$ cat src/iorb_pkg.sv
// constants for the lower bit-reachable i/o register bank
// assumes one clock, synchronous active-high reset, core on same clock
//
// How it works
// - registers at 0x00..0x1f accept single-bit set and clear from the core
// - core may test one bit of these registers and skip on its value
// - some status flags clear when a one is written to them
// - single-bit set or clear touches only the addressed bit
// - bit operations honoured only for 0x00..0x1f, higher addresses not held here: writes ignored, reads zero
package iorb_pkg;
	// ----------------------------------------
	// register offsets
	// ----------------------------------------
	localparam logic [4:0] OFS_TIMER1_OUTPUT_PIN_ENABLE = 5'h00;
	localparam logic [4:0] OFS_DIGITAL_INPUT_DISABLE_LOW = 5'h01;
	localparam logic [4:0] OFS_DIGITAL_INPUT_DISABLE_HIGH = 5'h02;
	localparam logic [4:0] OFS_CONVERTER_CONTROL_B = 5'h03;
	localparam logic [4:0] OFS_CONVERSION_RESULT_LOW = 5'h04;
	localparam logic [4:0] OFS_CONVERSION_RESULT_HIGH = 5'h05;
	localparam logic [4:0] OFS_CONVERTER_CONTROL_A = 5'h06;
	localparam logic [4:0] OFS_CONVERTER_CHANNEL_SELECT = 5'h07;
	localparam logic [4:0] OFS_COMPARATOR_CONTROL_A = 5'h08;
	localparam logic [4:0] OFS_COMPARATOR_CONTROL_B = 5'h09;
	localparam logic [4:0] OFS_SCRATCH_BYTE_ZERO = 5'h0a;
	localparam logic [4:0] OFS_SCRATCH_BYTE_ONE = 5'h0b;
	localparam logic [4:0] OFS_SCRATCH_BYTE_TWO = 5'h0c;
	localparam logic [4:0] OFS_SERIAL_IFACE_CONTROL = 5'h0d;
	localparam logic [4:0] OFS_SERIAL_IFACE_STATUS = 5'h0e;
	localparam logic [4:0] OFS_SERIAL_IFACE_SHIFT_DATA = 5'h0f;
	localparam logic [4:0] OFS_SERIAL_IFACE_BUFFER = 5'h10;
	localparam logic [4:0] OFS_SERIAL_IFACE_PIN_POSITION = 5'h11;
	localparam logic [4:0] OFS_TIMER0_COMPARE_B = 5'h12;
	localparam logic [4:0] OFS_TIMER0_COMPARE_A = 5'h13;
	localparam logic [4:0] OFS_TIMER0_COUNT_HIGH = 5'h14;
	localparam logic [4:0] OFS_TIMER0_CONTROL_A = 5'h15;
	localparam logic [4:0] OFS_PORT_B_INPUT_LEVEL = 5'h16;
	localparam logic [4:0] OFS_PORT_B_DIRECTION = 5'h17;
	localparam logic [4:0] OFS_PORT_B_OUTPUT = 5'h18;
	localparam logic [4:0] OFS_PORT_A_INPUT_LEVEL = 5'h19;
	localparam logic [4:0] OFS_PORT_A_DIRECTION = 5'h1a;
	localparam logic [4:0] OFS_PORT_A_OUTPUT = 5'h1b;
	localparam logic [4:0] OFS_EEPROM_CONTROL = 5'h1c;
	localparam int REG_COUNT = 29;
	localparam logic [7:0] RESET_BYTE = 8'h00;

	// ----------------------------------------
	// software-writable bit masks (reserved, read-only and flag bits excluded)
	// ----------------------------------------
	localparam logic [7:0] MASK_FULL = 8'hff;
	localparam logic [7:0] MASK_NONE = 8'h00;
	localparam logic [7:0] MASK_TIMER1_OUTPUT_PIN_ENABLE = 8'h3f;
	localparam logic [7:0] MASK_DIGITAL_INPUT_DISABLE_HIGH = 8'hf0;
	localparam logic [7:0] MASK_CONVERTER_CONTROL_B = 8'hdf;
	localparam logic [7:0] MASK_CONVERTER_CONTROL_A = 8'hef;
	localparam logic [7:0] MASK_COMPARATOR_CONTROL_A = 8'hcf;
	localparam logic [7:0] MASK_COMPARATOR_CONTROL_B = 8'hc7;
	localparam logic [7:0] MASK_SERIAL_IFACE_STATUS = 8'h1f;
	localparam logic [7:0] MASK_SERIAL_IFACE_PIN_POSITION = 8'h01;
	localparam logic [7:0] MASK_TIMER0_CONTROL_A = 8'hf9;
	localparam logic [7:0] MASK_EEPROM_CONTROL = 8'h3f;

	// ----------------------------------------
	// write-one-to-clear flags and other hardware bits
	// ----------------------------------------
	localparam int FLAG_COUNT = 5;
	localparam int FLAG_SERIAL_START = 0;
	localparam int FLAG_SERIAL_OVERFLOW = 1;
	localparam int FLAG_SERIAL_STOP = 2;
	localparam int FLAG_CONVERSION_DONE = 3;
	localparam int FLAG_COMPARATOR = 4;
	localparam logic [2:0] BIT_SERIAL_START = 3'h7;
	localparam logic [2:0] BIT_SERIAL_OVERFLOW = 3'h6;
	localparam logic [2:0] BIT_SERIAL_STOP = 3'h5;
	localparam logic [2:0] BIT_CONVERSION_DONE = 3'h4;
	localparam logic [2:0] BIT_COMPARATOR_FLAG = 3'h4;
	localparam int BIT_COMPARATOR_OUT = 5;
	localparam logic [4:0] FLAG_REG [FLAG_COUNT] = '{OFS_SERIAL_IFACE_STATUS,
		OFS_SERIAL_IFACE_STATUS, OFS_SERIAL_IFACE_STATUS, OFS_CONVERTER_CONTROL_A,
		OFS_COMPARATOR_CONTROL_A};
	localparam logic [2:0] FLAG_BIT [FLAG_COUNT] = '{BIT_SERIAL_START,
		BIT_SERIAL_OVERFLOW, BIT_SERIAL_STOP, BIT_CONVERSION_DONE, BIT_COMPARATOR_FLAG};

	// ----------------------------------------
	// writable mask per offset
	// ----------------------------------------
	function automatic logic [7:0] iorb_write_mask(input logic [4:0] ofs);
		logic [7:0] m;
		m = MASK_FULL;
		unique case (ofs)
			OFS_TIMER1_OUTPUT_PIN_ENABLE: m = MASK_TIMER1_OUTPUT_PIN_ENABLE;
			OFS_DIGITAL_INPUT_DISABLE_HIGH: m = MASK_DIGITAL_INPUT_DISABLE_HIGH;
			OFS_CONVERTER_CONTROL_B: m = MASK_CONVERTER_CONTROL_B;
			OFS_CONVERTER_CONTROL_A: m = MASK_CONVERTER_CONTROL_A;
			OFS_COMPARATOR_CONTROL_A: m = MASK_COMPARATOR_CONTROL_A;
			OFS_COMPARATOR_CONTROL_B: m = MASK_COMPARATOR_CONTROL_B;
			OFS_SERIAL_IFACE_STATUS: m = MASK_SERIAL_IFACE_STATUS;
			OFS_SERIAL_IFACE_PIN_POSITION: m = MASK_SERIAL_IFACE_PIN_POSITION;
			OFS_TIMER0_CONTROL_A: m = MASK_TIMER0_CONTROL_A;
			OFS_EEPROM_CONTROL: m = MASK_EEPROM_CONTROL;
			OFS_CONVERSION_RESULT_LOW, OFS_CONVERSION_RESULT_HIGH, OFS_SERIAL_IFACE_BUFFER,
			OFS_PORT_B_INPUT_LEVEL, OFS_PORT_A_INPUT_LEVEL: m = MASK_NONE;
			default: m = (ofs > OFS_EEPROM_CONTROL) ? MASK_NONE : MASK_FULL;
		endcase
		return m;
	endfunction : iorb_write_mask
endpackage : iorb_pkg

$ cat src/iorb_flag_if.sv
// carrier between the bank and one write-one-to-clear flag
// assumes owner and user share clk
`timescale 1ns/10ps
interface iorb_flag_if;
	logic hwSet;
	logic swClear;
	logic state;
	modport owner (input hwSet, input swClear, output state);
	modport user (output hwSet, output swClear, input state);
endinterface : iorb_flag_if

$ cat src/iorb_w1c_flag.sv
// one sticky status flag, set by hardware, cleared by writing one
// assumes the clear request is already decoded by the bank
`timescale 1ns/10ps
module iorb_w1c_flag
	import iorb_pkg::*;
(
	input wire logic clk,
	input wire logic sys_rst,
	iorb_flag_if.owner fb
);
	// ----------------------------------------
	// flag storage
	// ----------------------------------------
	// set wins over a clear in the same cycle
	always_ff @(posedge clk)
	begin
		if (sys_rst)
			fb.state <= 1'b0;
		else if (fb.hwSet)
			fb.state <= 1'b1;
		else if (fb.swClear)
			fb.state <= 1'b0;
	end
endmodule : iorb_w1c_flag

$ cat src/iorb_pin_sync.sv
// three-stage synchroniser for a group of port pins
// assumes pins change with no relation to clk
`timescale 1ns/10ps
module iorb_pin_sync
	import iorb_pkg::*;
#(
	parameter int WIDTH = 8
)
(
	input wire logic clk,
	input wire logic sys_rst,
	input wire logic [WIDTH-1:0] pinRaw,
	output logic [WIDTH-1:0] pinLevel
);
	logic [WIDTH-1:0] stageOne;
	logic [WIDTH-1:0] stageTwo;
	logic [WIDTH-1:0] stageThree;

	// ----------------------------------------
	// sampling chain
	// ----------------------------------------
	// a bit changes only when stages two and three agree
	always_ff @(posedge clk)
	begin
		if (sys_rst)
		begin
			stageOne <= '0;
			stageTwo <= '0;
			stageThree <= '0;
			pinLevel <= '0;
		end
		else
		begin
			stageOne <= pinRaw;
			stageTwo <= stageOne;
			stageThree <= stageTwo;
			for (int i = 0; i < WIDTH; i++)
				if (stageTwo[i] == stageThree[i])
					pinLevel[i] <= stageThree[i];
		end
	end
endmodule : iorb_pin_sync

$ cat src/iorb_io_bank.sv
// lower i/o register bank, byte access plus single-bit set, clear, test
// assumes core drives one request per cycle on clk; peripherals on clk
`timescale 1ns/10ps
module iorb_io_bank
	import iorb_pkg::*;
(
	input wire logic clk,
	input wire logic sys_rst,
	input wire logic [5:0] ioAddr,
	input wire logic [7:0] ioWriteData,
	input wire logic ioWrite,
	input wire logic ioRead,
	input wire logic [2:0] bitSel,
	input wire logic singleBitSetOp,
	input wire logic singleBitClearOp,
	input wire logic skipIfBitSetOp,
	input wire logic skipIfBitClearOp,
	input wire logic [9:0] conversionResult,
	input wire logic [7:0] serialBuffer,
	input wire logic comparatorOut,
	input wire logic [FLAG_COUNT-1:0] flagEvent,
	input wire logic [7:0] portAPins,
	input wire logic [7:0] portBPins,
	output logic [7:0] ioReadData,
	output logic readValid,
	output logic skipNext,
	output logic testValid,
	output logic [7:0] regImage [REG_COUNT],
	output logic [FLAG_COUNT-1:0] flagState
);
	logic [4:0] regOfs;
	logic inBitRange;
	logic bitOpTaken;
	logic [7:0] liveByte [32];
	logic [7:0] portALevel;
	logic [7:0] portBLevel;
	logic [7:0] next_ioReadData;
	logic next_skip;
	logic [7:0] wrMask;
	logic [8*REG_COUNT-1:0] imageFlat;

	// ----------------------------------------
	// address decode
	// ----------------------------------------
	// only the lower 32 addresses belong here and take bit operations
	assign regOfs = ioAddr[4:0];
	assign inBitRange = !ioAddr[5];
	assign bitOpTaken = inBitRange && (singleBitSetOp || singleBitClearOp);
	// writable bits of the addressed byte, read-only and flag bits excluded
	assign wrMask = iorb_write_mask(regOfs);

	// ----------------------------------------
	// pin synchronisers
	// ----------------------------------------
	iorb_pin_sync #(.WIDTH(8)) syncPortA (
		.clk(clk),
		.sys_rst(sys_rst),
		.pinRaw(portAPins),
		.pinLevel(portALevel)
	);

	iorb_pin_sync #(.WIDTH(8)) syncPortB (
		.clk(clk),
		.sys_rst(sys_rst),
		.pinRaw(portBPins),
		.pinLevel(portBLevel)
	);

	// ----------------------------------------
	// write-one-to-clear flags
	// ----------------------------------------
	iorb_flag_if flagBus [FLAG_COUNT] ();

	genvar g;
	generate
		for (g = 0; g < FLAG_COUNT; g++)
		begin : flagGen
			logic byteHit;
			logic bitHit;
			assign byteHit = inBitRange && ioWrite && regOfs == FLAG_REG[g];
			assign bitHit = bitOpTaken && singleBitSetOp && regOfs == FLAG_REG[g]
				&& bitSel == FLAG_BIT[g];
			// a written one clears, a written zero or a clear op leaves it
			assign flagBus[g].swClear = (byteHit && ioWriteData[FLAG_BIT[g]]) || bitHit;
			assign flagBus[g].hwSet = flagEvent[g];
			assign flagState[g] = flagBus[g].state;
			iorb_w1c_flag flagCell (
				.clk(clk),
				.sys_rst(sys_rst),
				.fb(flagBus[g])
			);
		end
	endgenerate

	// ----------------------------------------
	// plain storage
	// ----------------------------------------
	// byte writes load writable bits; bit ops change one writable bit
	always_ff @(posedge clk)
	begin
		if (sys_rst)
		begin
			for (int i = 0; i < REG_COUNT; i++)
				regImage[i] <= RESET_BYTE;
		end
		else if (inBitRange && int'(regOfs) < REG_COUNT)
		begin
			if (ioWrite)
				regImage[regOfs] <= (regImage[regOfs] & ~wrMask) | (ioWriteData & wrMask);
			else if (bitOpTaken && wrMask[bitSel])
				regImage[regOfs][bitSel] <= singleBitSetOp;
		end
	end

	// ----------------------------------------
	// live read view
	// ----------------------------------------
	// reserved bits read zero; hardware fields merged in
	always_comb
	begin
		for (int i = 0; i < 32; i++)
			liveByte[i] = (i < REG_COUNT) ? (regImage[i] & iorb_write_mask(5'(i))) : 8'h00;
		liveByte[OFS_CONVERSION_RESULT_LOW] = conversionResult[7:0];
		liveByte[OFS_CONVERSION_RESULT_HIGH] = {6'h00, conversionResult[9:8]};
		liveByte[OFS_SERIAL_IFACE_BUFFER] = serialBuffer;
		liveByte[OFS_PORT_A_INPUT_LEVEL] = portALevel;
		liveByte[OFS_PORT_B_INPUT_LEVEL] = portBLevel;
		liveByte[OFS_COMPARATOR_CONTROL_A][BIT_COMPARATOR_OUT] = comparatorOut;
		for (int f = 0; f < FLAG_COUNT; f++)
			liveByte[FLAG_REG[f]][FLAG_BIT[f]] = flagState[f];
	end

	// ----------------------------------------
	// read and bit-test answers
	// ----------------------------------------
	// addresses above the range answer zero here and never skip
	always_comb
	begin
		next_ioReadData = inBitRange ? liveByte[regOfs] : 8'h00;
		next_skip = 1'b0;
		if (inBitRange && skipIfBitSetOp)
			next_skip = liveByte[regOfs][bitSel];
		else if (inBitRange && skipIfBitClearOp)
			next_skip = !liveByte[regOfs][bitSel];
	end

	always_ff @(posedge clk)
	begin
		if (sys_rst)
		begin
			ioReadData <= 8'h00;
			readValid <= 1'b0;
		end
		else
		begin
			ioReadData <= next_ioReadData;
			readValid <= ioRead;
		end
	end

	always_ff @(posedge clk)
	begin
		if (sys_rst)
		begin
			skipNext <= 1'b0;
			testValid <= 1'b0;
		end
		else
		begin
			skipNext <= next_skip;
			testValid <= skipIfBitSetOp || skipIfBitClearOp;
		end
	end

	// ----------------------------------------
	// packed image
	// ----------------------------------------
	// one vector of all stored bytes, read by the range check only
	always_comb
	begin
		for (int i = 0; i < REG_COUNT; i++)
			imageFlat[8*i +: 8] = regImage[i];
	end
endmodule : iorb_io_bank

$ cat config.mk
export PLATFORM = sky130hd
export DESIGN_NAME = iorb_io_bank
export DESIGN_NICKNAME = d
export VERILOG_FILES = /design/src/iorb_pkg.sv /design/src/iorb_flag_if.sv /design/src/iorb_w1c_flag.sv /design/src/iorb_pin_sync.sv /design/src/iorb_io_bank.sv
export SDC_FILE = /design/constraint.sdc
export NUM_CORES = 1
export LEC_CHECK = 0
export BUFFER_PORTS_ARGS = -buffer_cell sky130_fd_sc_hd__buf_2
export CAP_MARGIN = 20
export CORE_MARGIN = 5
export CORE_UTILIZATION = 55
export CTS_BUF_LIST = sky130_fd_sc_hd__clkbuf_8
export CTS_CLUSTER_SIZE = 8
export DETAILED_ROUTE_END_ITERATION = 12
export PLACE_DENSITY = 0.89
export SLEW_MARGIN = 5
export SYNTH_ARGS = -nofsm -noshare
export SYNTH_HDL_FRONTEND = slang
export SYNTH_HIERARCHICAL = 1
export SYNTH_SLANG_ARGS = --single-unit
$ cat constraint.sdc
create_clock -name clk -period 4.6 [get_ports clk]
set_clock_uncertainty 0.15 [all_clocks]
set_input_delay 0 -clock clk [delete_from_list [all_inputs] [get_ports clk]]
set_output_delay 0 -clock clk [all_outputs]
set_load 0.02 [all_outputs]
==> parameters.txt, run 1 <==
Parameter                              Value

Power and ir drop
  Worst supply voltage drop on vdd    309 uV
  Total power density per cell area    319 nW/um2
  Total leakage power    7.30 nW

Synthesis
  Netlist Area Pre-Place    14700 um2
  Syn avg cell area    9.48 um2
  Area share of the largest cell type after synthesis    42.5%
  EDFF count, synth    0
  Number of nets produced by synthesis    1617
  Register bit total from synthesis    312
  Top FF cell, synth    dfxtp_1
  Register area share after synthesis    42.5%
  Number of warnings printed during yosys synthesis    6
  Biggest area consumer among synthesized cells    dfxtp_1
  Cell types occupying the most area after synthesis    dfxtp_1 (42%), mux4_2 (5.5%), nor2b_1 (5.4%), o211ai_1 (4.3%), mux2i_1 (4.1%)
  Syn Inst Count    1552
  Post-synth ARST share    0%
  Synth unique cells    79

Finish
  Most frequent standard cell in the layout excluding fill and tap cells    dfxtp_1
  Highest-count cells in the layout ignoring fill and taps    dfxtp_1 (312), buf_2 (309), nand2_1 (136)
  Fraction of layout instances using a drive strength above 1    27.7%
  Relative area change from synthesis to final layout    20.7%
  Count of nets after finishing    1932
  Number of non-filler instances in the completed layout    2236

STA
  RSZ-0062 raised after global routing    no
  Setup-failing EPs final    0
  Final hold violations    0
  Worst slew margin relative to its limit    23.2%
  Fin crit period    4.22 ns
  Ratio of final minimum period to clock period    91.8%
  Final slew viol count    0
  Setup total negative slack    0 ns
  Maximum achievable frequency    0.237 GHz
  Transition time at the pin with the least slew margin    1.12 ns

Detailed routing
  Antenna-violating nets left    0
  Drt first-iter violations    2448
  DRC violation count after routing    0
  Wire length after detailed routing    61700 um
  Vias post-DR    15200
  Via-to-Cell Ratio    6.80
  Average wire length per cell after detail routing    27.6 um
  Number of optimization iterations in the first detailed-route pass    6

Setup path
  Data required time of the critical path    4.98 ns
  Top Family by Delay on Critical Path    buffers and inverters
  Crit path DAT    4.60 ns
  Number of cell instances on the worst register-to-register path    10
  Reg-to-reg setup timing slack    0.48 ns
  Slowest cell on the critical path    a2111oi_0
  Number of cells on the critical path    12
  Max FO, Critical Path    43
  WP buf/inv    4
  Worst setup path category    primary input to register
  Crit start category    primary input
  CP Cell Sequence    buf_4 -> buf_4 -> nor2b_1 -> a2111oi_0 -> or4_1 -> nor2_1 -> nor4_1 -> a2111o_1 -> nand4_1 -> dlygate4sd3_1 -> a2111oi_2 -> dlygate4sd3_1
  RR Endpoint    skipNext
  Reg2Reg Launch Point    regImage[161]
  Maximum cell stage delay along the critical path    0.97 ns
  Critical Path End Type    register

Min path
  Hold-critical path depth    3
  Worst hold path startpoint    portBPins[6]
  Worst Hold Class    primary input to register
  Hold Crit Endpoint    syncPortB/stageOne[6]

Floorplanning
  Total Die Area    30100 um2
  I/O pins    313
  Core region area    26200 um2
  Die width    174 um
  Initial Util    56.1%
  Number of rows created at floorplan    59
  Height of the die    174 um

CTS
  Cts repair resizes    0
  CTS Root Buffer Type    clkbuf_8
  Deepest clock path buffer count    3
  Clk_lat worst skew    0.60 ns
  Clock-pin slew on the worst setup and hold paths    0.06 ns
  Clock tree from TritonCTS    yes
  Clock Sinks    312
  H-Tree Depth    2
  Number of buffers inserted during clock tree synthesis    50

Job
  Total of max-cap violations    0

Global route
  Pin count of the biggest net entering global routing    117
  Global-route wire length before repair    91700 um
  Number of global-route vias before repair    14700
  Initial antenna violation count    4
  GRT Resource Usage Total    38.8%
  Remaining Overflow, GRT    0

Place
  Placed Instances    2098
  Global placement routability congestion    1.06
  Number of input and output port buffers inserted    312
  Final HPWL DP    42600 um

Outcome
  Status    finished clean
[power breakdown]
| part | internal [W] | switching (W) | total (W) |
|---|---|---|---|
| Sequential | 0.00273 | 0.0000212 | 0.00276 |
| Combinational | 0.000206 | 0.000447 | 0.000653 |
| Clock | 0.00115 | 0.00111 | 0.00226 |
[synthesized netlist by cell type, drive strengths merged (7+ instances only)]
library cell	count
nand2b	17
mux4	36
a21oi	104
a31oi	13
a221oi	11
and3	7
o221ai	7
or3	7
o2bb2ai	29
nor2b	128
nand2	136
mux2i	60
nand3	11
a22oi	12
nor2	62
mux2	21
o211ai	84
nor3	29
a211oi	60
buf	69
inv	13
and2	15
o22ai	9
o31ai	38
dfxtp	312
clkbuf	74
o21ai	104
[worst min-delay path: stages]
cell and delay (ns):
dlygate4sd3_1 0.52, buf_2 0.09, nor2b_1 0.13
[kinds of logic after synthesis]
kind of cell,after synthesis,share of synthesized area (%)
simple gates,436,15.2
mux,117,11.2
flops,312,42.5
compound gates,528,25.6
buf+inv,158,5.47
fa+ha+maj,1,0.0681
[per-layer routing]
layer / share of wire, % / GRT usage [%] / wire, um / up-vias
li1: - / - / - / 6408
met1: 37 / 50.3 / 23100 / 7243
met2: 45 / 60.7 / 27700 / 1301
met3: 13 / 11.3 / 8000 / 238
met4: 4.7 / 16.3 / 2920 / 6
met5: 0.075 / 0 / 46 / -
[final cells by class]
class	instances	area, um2
antenna	1	2.50
clock inverter	27	130
inverter	15	56.3
timing repair buffer	406	2430
clock buffer	58	798
fill	2028	8450
tap	335	419
sequential	312	6250
multi-input combinational	1082	7670
[sequential cells by signal (all words and copies together) (netlist names)]
register	cells
readValid	1
syncPortB/stageTwo	8
skipNext	1
syncPortA/stageThree	8
regImage	232
testValid	1
flagGen.flagCell/fb.state	5
syncPortB/pinLevel	8
syncPortA/pinLevel	8
syncPortB/stageThree	8
syncPortB/stageOne	8
syncPortA/stageOne	8
ioReadData	8
syncPortA/stageTwo	8
[what timing repair did]
action	CTS	global route
hold endpoints to repair	128	0
setup buffers	0	0
hold buffers	52	0
[stage by stage]
stage	util (%)	setup WS, ns	total power, W	hold WS, ns	cell area, um2
global placement	62.2	0.876	0.00339	0.0575	16300
finish	67.7	0.376	0.00567	0.0451	17800
CTS	67.7	0.545	0.00562	0.0144	17800
global route	67.7	0.280	0.00582	0.0447	17800
detailed placement	62.2	0.856	0.00339	0.0621	16300
floorplan	-	1.88	0.00320	-0.0876	14700
[how the worst max path moves through the flow]
| stage | startpoint | end | slack, ns |
|---|---|---|---|
| global route | ioAddr[0] | skipNext | 0.28 |
| global placement | ioAddr[1] | regImage[161] | 0.88 |
| floorplan | ioAddr[1] | regImage[168] | 1.88 |
| CTS | ioAddr[0] | skipNext | 0.54 |
| finish | ioAddr[1] | skipNext | 0.38 |
| detailed placement | ioAddr[1] | regImage[65] | 0.86 |
(Power assumes the default switching activity.)
==> run 2, diff against run 1 <==
--- a/config.mk
+++ b/config.mk
@@ -9,12 +9,10 @@
 export CAP_MARGIN = 20
 export CORE_MARGIN = 5
 export CORE_UTILIZATION = 55
-export CTS_BUF_LIST = sky130_fd_sc_hd__clkbuf_8
 export CTS_CLUSTER_SIZE = 8
 export DETAILED_ROUTE_END_ITERATION = 12
 export PLACE_DENSITY = 0.89
 export SLEW_MARGIN = 5
 export SYNTH_ARGS = -nofsm -noshare
 export SYNTH_HDL_FRONTEND = slang
-export SYNTH_HIERARCHICAL = 1
 export SYNTH_SLANG_ARGS = --single-unit
==> run 2 against run 1 <==
  * Setup slack better by 0.41 ns
  * Die area up 4.3%
  * Highest routed layer unchanged
  * Area after synthesis up 4.5%
  * Design area up 4.8%
  * Hold slack worse by 0.0041 ns
==> parameters.txt, run 2 <==
Parameter                              Value

Outcome
  Status    finished clean

STA
  Setup-failing EPs final    0 (unchanged)
  Ratio of final minimum period to clock period    83.0% (-8.8 points)
  Transition time at the pin with the least slew margin    1.06 ns (-0.0650 ns)
  Final hold violations    0 (unchanged)
  Worst setup slack after layout    0.782 ns (+0.406 ns)
  Final slew viol count    0 (unchanged)
  Maximum achievable frequency    0.262 GHz (+11%)
  Post-route worst hold slack    0.0410 ns (-0.00414 ns)
  RSZ-0062 raised after global routing    no
  Fin crit period    3.82 ns (-0.406 ns)
  Setup total negative slack    0 ns (unchanged)
  Worst slew margin relative to its limit    27.6% (+4.4 points)

Finish
  Area occupied by registers    6250 um2 (unchanged)
  Relative area change from synthesis to final layout    21.1%
  Highest-count cells in the layout ignoring fill and taps    dfxtp_1 (312), buf_2 (309), nand2_1 (191)
  Layout filler cell count    2134 (+5.2%)
  Most frequent standard cell in the layout excluding fill and tap cells    dfxtp_1
  Biggest register    regImage
  Count of nets after finishing    2058 (+6.5%)
  Number of flip-flops under the largest register name    232 (unchanged)
  Multi-input combinational cell area    8260 um2 (+7.7%)
  Fraction of layout instances using a drive strength above 1    24.4% (-3.3 points)

Setup path
  Number of cell instances on the worst register-to-register path    11 (+1)
  Reg2Reg Launch Point    regImage[125]
  Max FO, Critical Path    74 (+72%)
  Critical Path End Type    register
  Crit start category    primary input
  Worst setup path category    primary input to register
  Maximum cell stage delay along the critical path    0.73 ns (-0.24 ns)
  Slowest cell on the critical path    buf_4
  Reg-to-reg setup timing slack    1.10 ns (+0.62 ns)
  Crit path DAT    4.14 ns (-0.46 ns)
  CP Cell Sequence    buf_4 -> nand2_1 -> nor2_2 -> a222oi_1 -> a21boi_0 -> and4b_1 -> a2111oi_2 -> a21oi_1 -> nor4bb_1 -> dlygate4sd3_1
  Top Family by Delay on Critical Path    simple AND/OR/NAND/NOR gates
  Data required time of the critical path    4.93 ns (-0.05 ns)
  RR Endpoint    skipNext
  WP buf/inv    2 (-2)

Power and ir drop
  Total power density per cell area    339 nW/um2 (+6.3%)
  Overall power after layout    0.00631 W (+11%)
  Total leakage power    8.24 nW (+13%)
  Worst supply voltage drop on vdd    296 uV (-4.0%)

Synthesis
  Synth unique cells    83 (+5.1%)
  Biggest area consumer among synthesized cells    dfxtp_1
  Register area share after synthesis    40.6% (-1.8 points)
  Syn avg cell area    9.04 um2 (-4.6%)
  Top cells by count, synth    dfxtp_1 (312), nand2_1 (191), nor2b_1 (167), mux2i_1 (142), nand2b_1 (116)
  EDFF count, synth    0 (unchanged)
  Top FF cell, synth    dfxtp_1
  Netlist Area Pre-Place    15400 um2 (+4.5%)
  Syn Inst Count    1701 (+9.6%)
  Cell types occupying the most area after synthesis    dfxtp_1 (41%), mux2i_1 (9.2%), nor2b_1 (6.8%), mux4_2 (5.4%), nand2b_1 (4.7%)
  Number of warnings printed during yosys synthesis    0 (-6)
  Multiplexer share of the synthesized area    15.8% (+4.6 points)
  Area share of xor/xnor cells in the synthesized design    0.0570% (+0.057 points)
  Number of nets produced by synthesis    1766 (+9.2%)
  Fraction of the mapped netlist area in compound gates    14.7% (-11 points)
  Simple-Gate Fraction of Synth Area    23.1% (+7.9 points)
  Register bit total from synthesis    312 (unchanged)
  Post-synth ARST share    0% (unchanged)
  Dominant combinational cell family by area after synthesis    simple AND/OR/NAND/NOR gates
  Most used standard cell by instance count after synthesis    dfxtp_1
  Area share of the largest cell type after synthesis    40.6% (-1.8 points)
  Adder and majority cell fraction of the synthesized area    0.0651% (-0.0029 points)

Global route
  Global-route wire length before repair    90400 um (-1.4%)
  Initial antenna violation count    4 (unchanged)
  Pin count of the biggest net entering global routing    133 (+14%)
  Grt met3 use    9.70% (-1.6 points)
  GR Util met1    50.1% (-0.21 points)
  Layer with the highest usage after global routing    met2
  GRT Resource Usage Total    37.6% (-1.2 points)
  Remaining Overflow, GRT    0 (unchanged)
  Number of global-route vias before repair    14500 (-1.1%)
  Met2 global-route usage    57.9% (-2.8 points)

CTS
  Number of buffers inserted during clock tree synthesis    45 (-10%)
  Clock-pin slew on the worst setup and hold paths    0.05 ns (about the same)
  Clock tree from TritonCTS    yes
  Deepest clock path buffer count    3 (unchanged)
  CTS Root Buffer Type    clkbuf_16
  Cts repair resizes    0 (unchanged)
  Clock Sinks    312 (unchanged)
  Clk_lat worst skew    0.55 ns (-0.05 ns)
  H-Tree Depth    2 (unchanged)

Detailed routing
  Via-to-Cell Ratio    6.33 (-6.8%)
  DRC violation count after routing    0 (unchanged)
  Average wire length per cell after detail routing    25.7 um (-6.9%)
  Drt first-iter violations    2045 (-16%)
  Wire length after detailed routing    61100 um (-0.94%)
  Antenna-violating nets left    0 (unchanged)
  Number of optimization iterations in the first detailed-route pass    6 (unchanged)
  Vias post-DR    15100 (-0.88%)

Place
  Global placement routability congestion    1.04 (-1.3%)
  Final HPWL DP    43100 um (+1.2%)
  Worst slack at placement    0.588 ns (-0.268 ns)
  Number of input and output port buffers inserted    312 (unchanged)

Floorplanning
  Number of rows created at floorplan    61 (+3.4%)
  I/O pins    313 (unchanged)
  Height of the die    177 um (+2.1%)
  Die width    177 um (+2.1%)
  Core region area    27700 um2 (+5.7%)
  Initial Util    55.5% (-0.64 points)
  Total Die Area    31400 um2 (+4.3%)

Min path
  Hold Crit Endpoint    readValid
  Worst Hold Class    primary input to register
  Hold-critical path depth    3 (unchanged)
  Worst hold path startpoint    ioRead

Job
  Total of max-cap violations    0 (unchanged)
run 2: cell types whose count changed after synthesis, moves of 29 or more:
cell,previous run,this run
a211oi_1,40,7
o2bb2ai_1,29,0
nor2b_1,128,167
nand2b_1,17,116
nand2_1,136,191
o211ai_1,84,7
mux2i_1,60,142
run 2: per-layer routing:
| layer | up-vias | routed length, um |
|---|---|---|
| li1 | 6516 | - |
| met3 | 218 | 7570 |
| met2 | 1107 | 27100 |
| met5 | - | 21 |
| met1 | 7217 | 23500 |
| met4 | 4 | 2980 |
run 2: cells by family after synthesis:
logic type | count (synthesis)
AOI/OAI and AO/OA | 341
and+or+nand+nor | 672
buffers and inverters | 180
adders and majority gates | 1
xor gates and xnor gates | 1
DFF | 312
muxes | 194
run 2: cell type report:
| type | instances | area share [%] |
|---|---|---|
| Timing Repair Buffer | 391 | 12.2 |
| Inverter | 34 | 0.686 |
| Antenna cell | 3 | 0.0403 |
| Tap cell | 378 | 2.54 |
| Sequential cell | 312 | 33.6 |
| Multi-Input combinational cell | 1209 | 44.4 |
| Clock inverter | 4 | 0.343 |
| Clock buffer | 48 | 6.22 |
run 2: worst max path at each step:
stage                         to  slack, ns  cells past startpoint           from
floorplan           regImage[86]       2.17                      9  regImage[110]
global placement        skipNext       0.74                     12      ioAddr[0]
detailed placement      skipNext       0.59                     11      ioAddr[1]
CTS                     skipNext       0.60                     12      ioAddr[1]
global route            skipNext       0.69                     10      ioAddr[0]
finish                  skipNext       0.78                     10      ioAddr[0]
run 2: power breakdown:
part | internal, W | total, W | switching, W | leakage [nW]
registers | 0.00274 | 0.00276 | 0.0000198 | 2.52
clock network | 0.00177 | 0.00295 | 0.00118 | 0.600
logic | 0.000200 | 0.000605 | 0.000405 | 5.12
run 2: timing repair:
| item | 4_1_cts | 5_1_grt |
|---|---|---|
| hold buffers | 37 | 0 |
| setup buffers | 0 | 0 |
| endpoints found under the hold margin | 35 | 0 |
run 2: worst register-to-register path: stages, from the launching register on:
cell and delay [ns]:
dfxtp_1 0.33, mux2_2 0.30, a22oi_1 0.44, o211ai_1 0.23, a2111oi_0 0.40, clkbuf_2 0.23
buf_4 0.12, nand4_1 0.08, and3_1 0.22, nand3_1 0.08, nor4bb_1 0.27, dlygate4sd3_1 0.58
run 2: stage by stage:
step	utilization, %	area, um2	cells
final	67.2	18600	2379
after global routing	67.1	18600	2376
after CTS	67.1	18600	2375
after detailed placement	61.4	17000	2286
after global placement	61.4	17000	2286
after floorplan	-	15400	1701
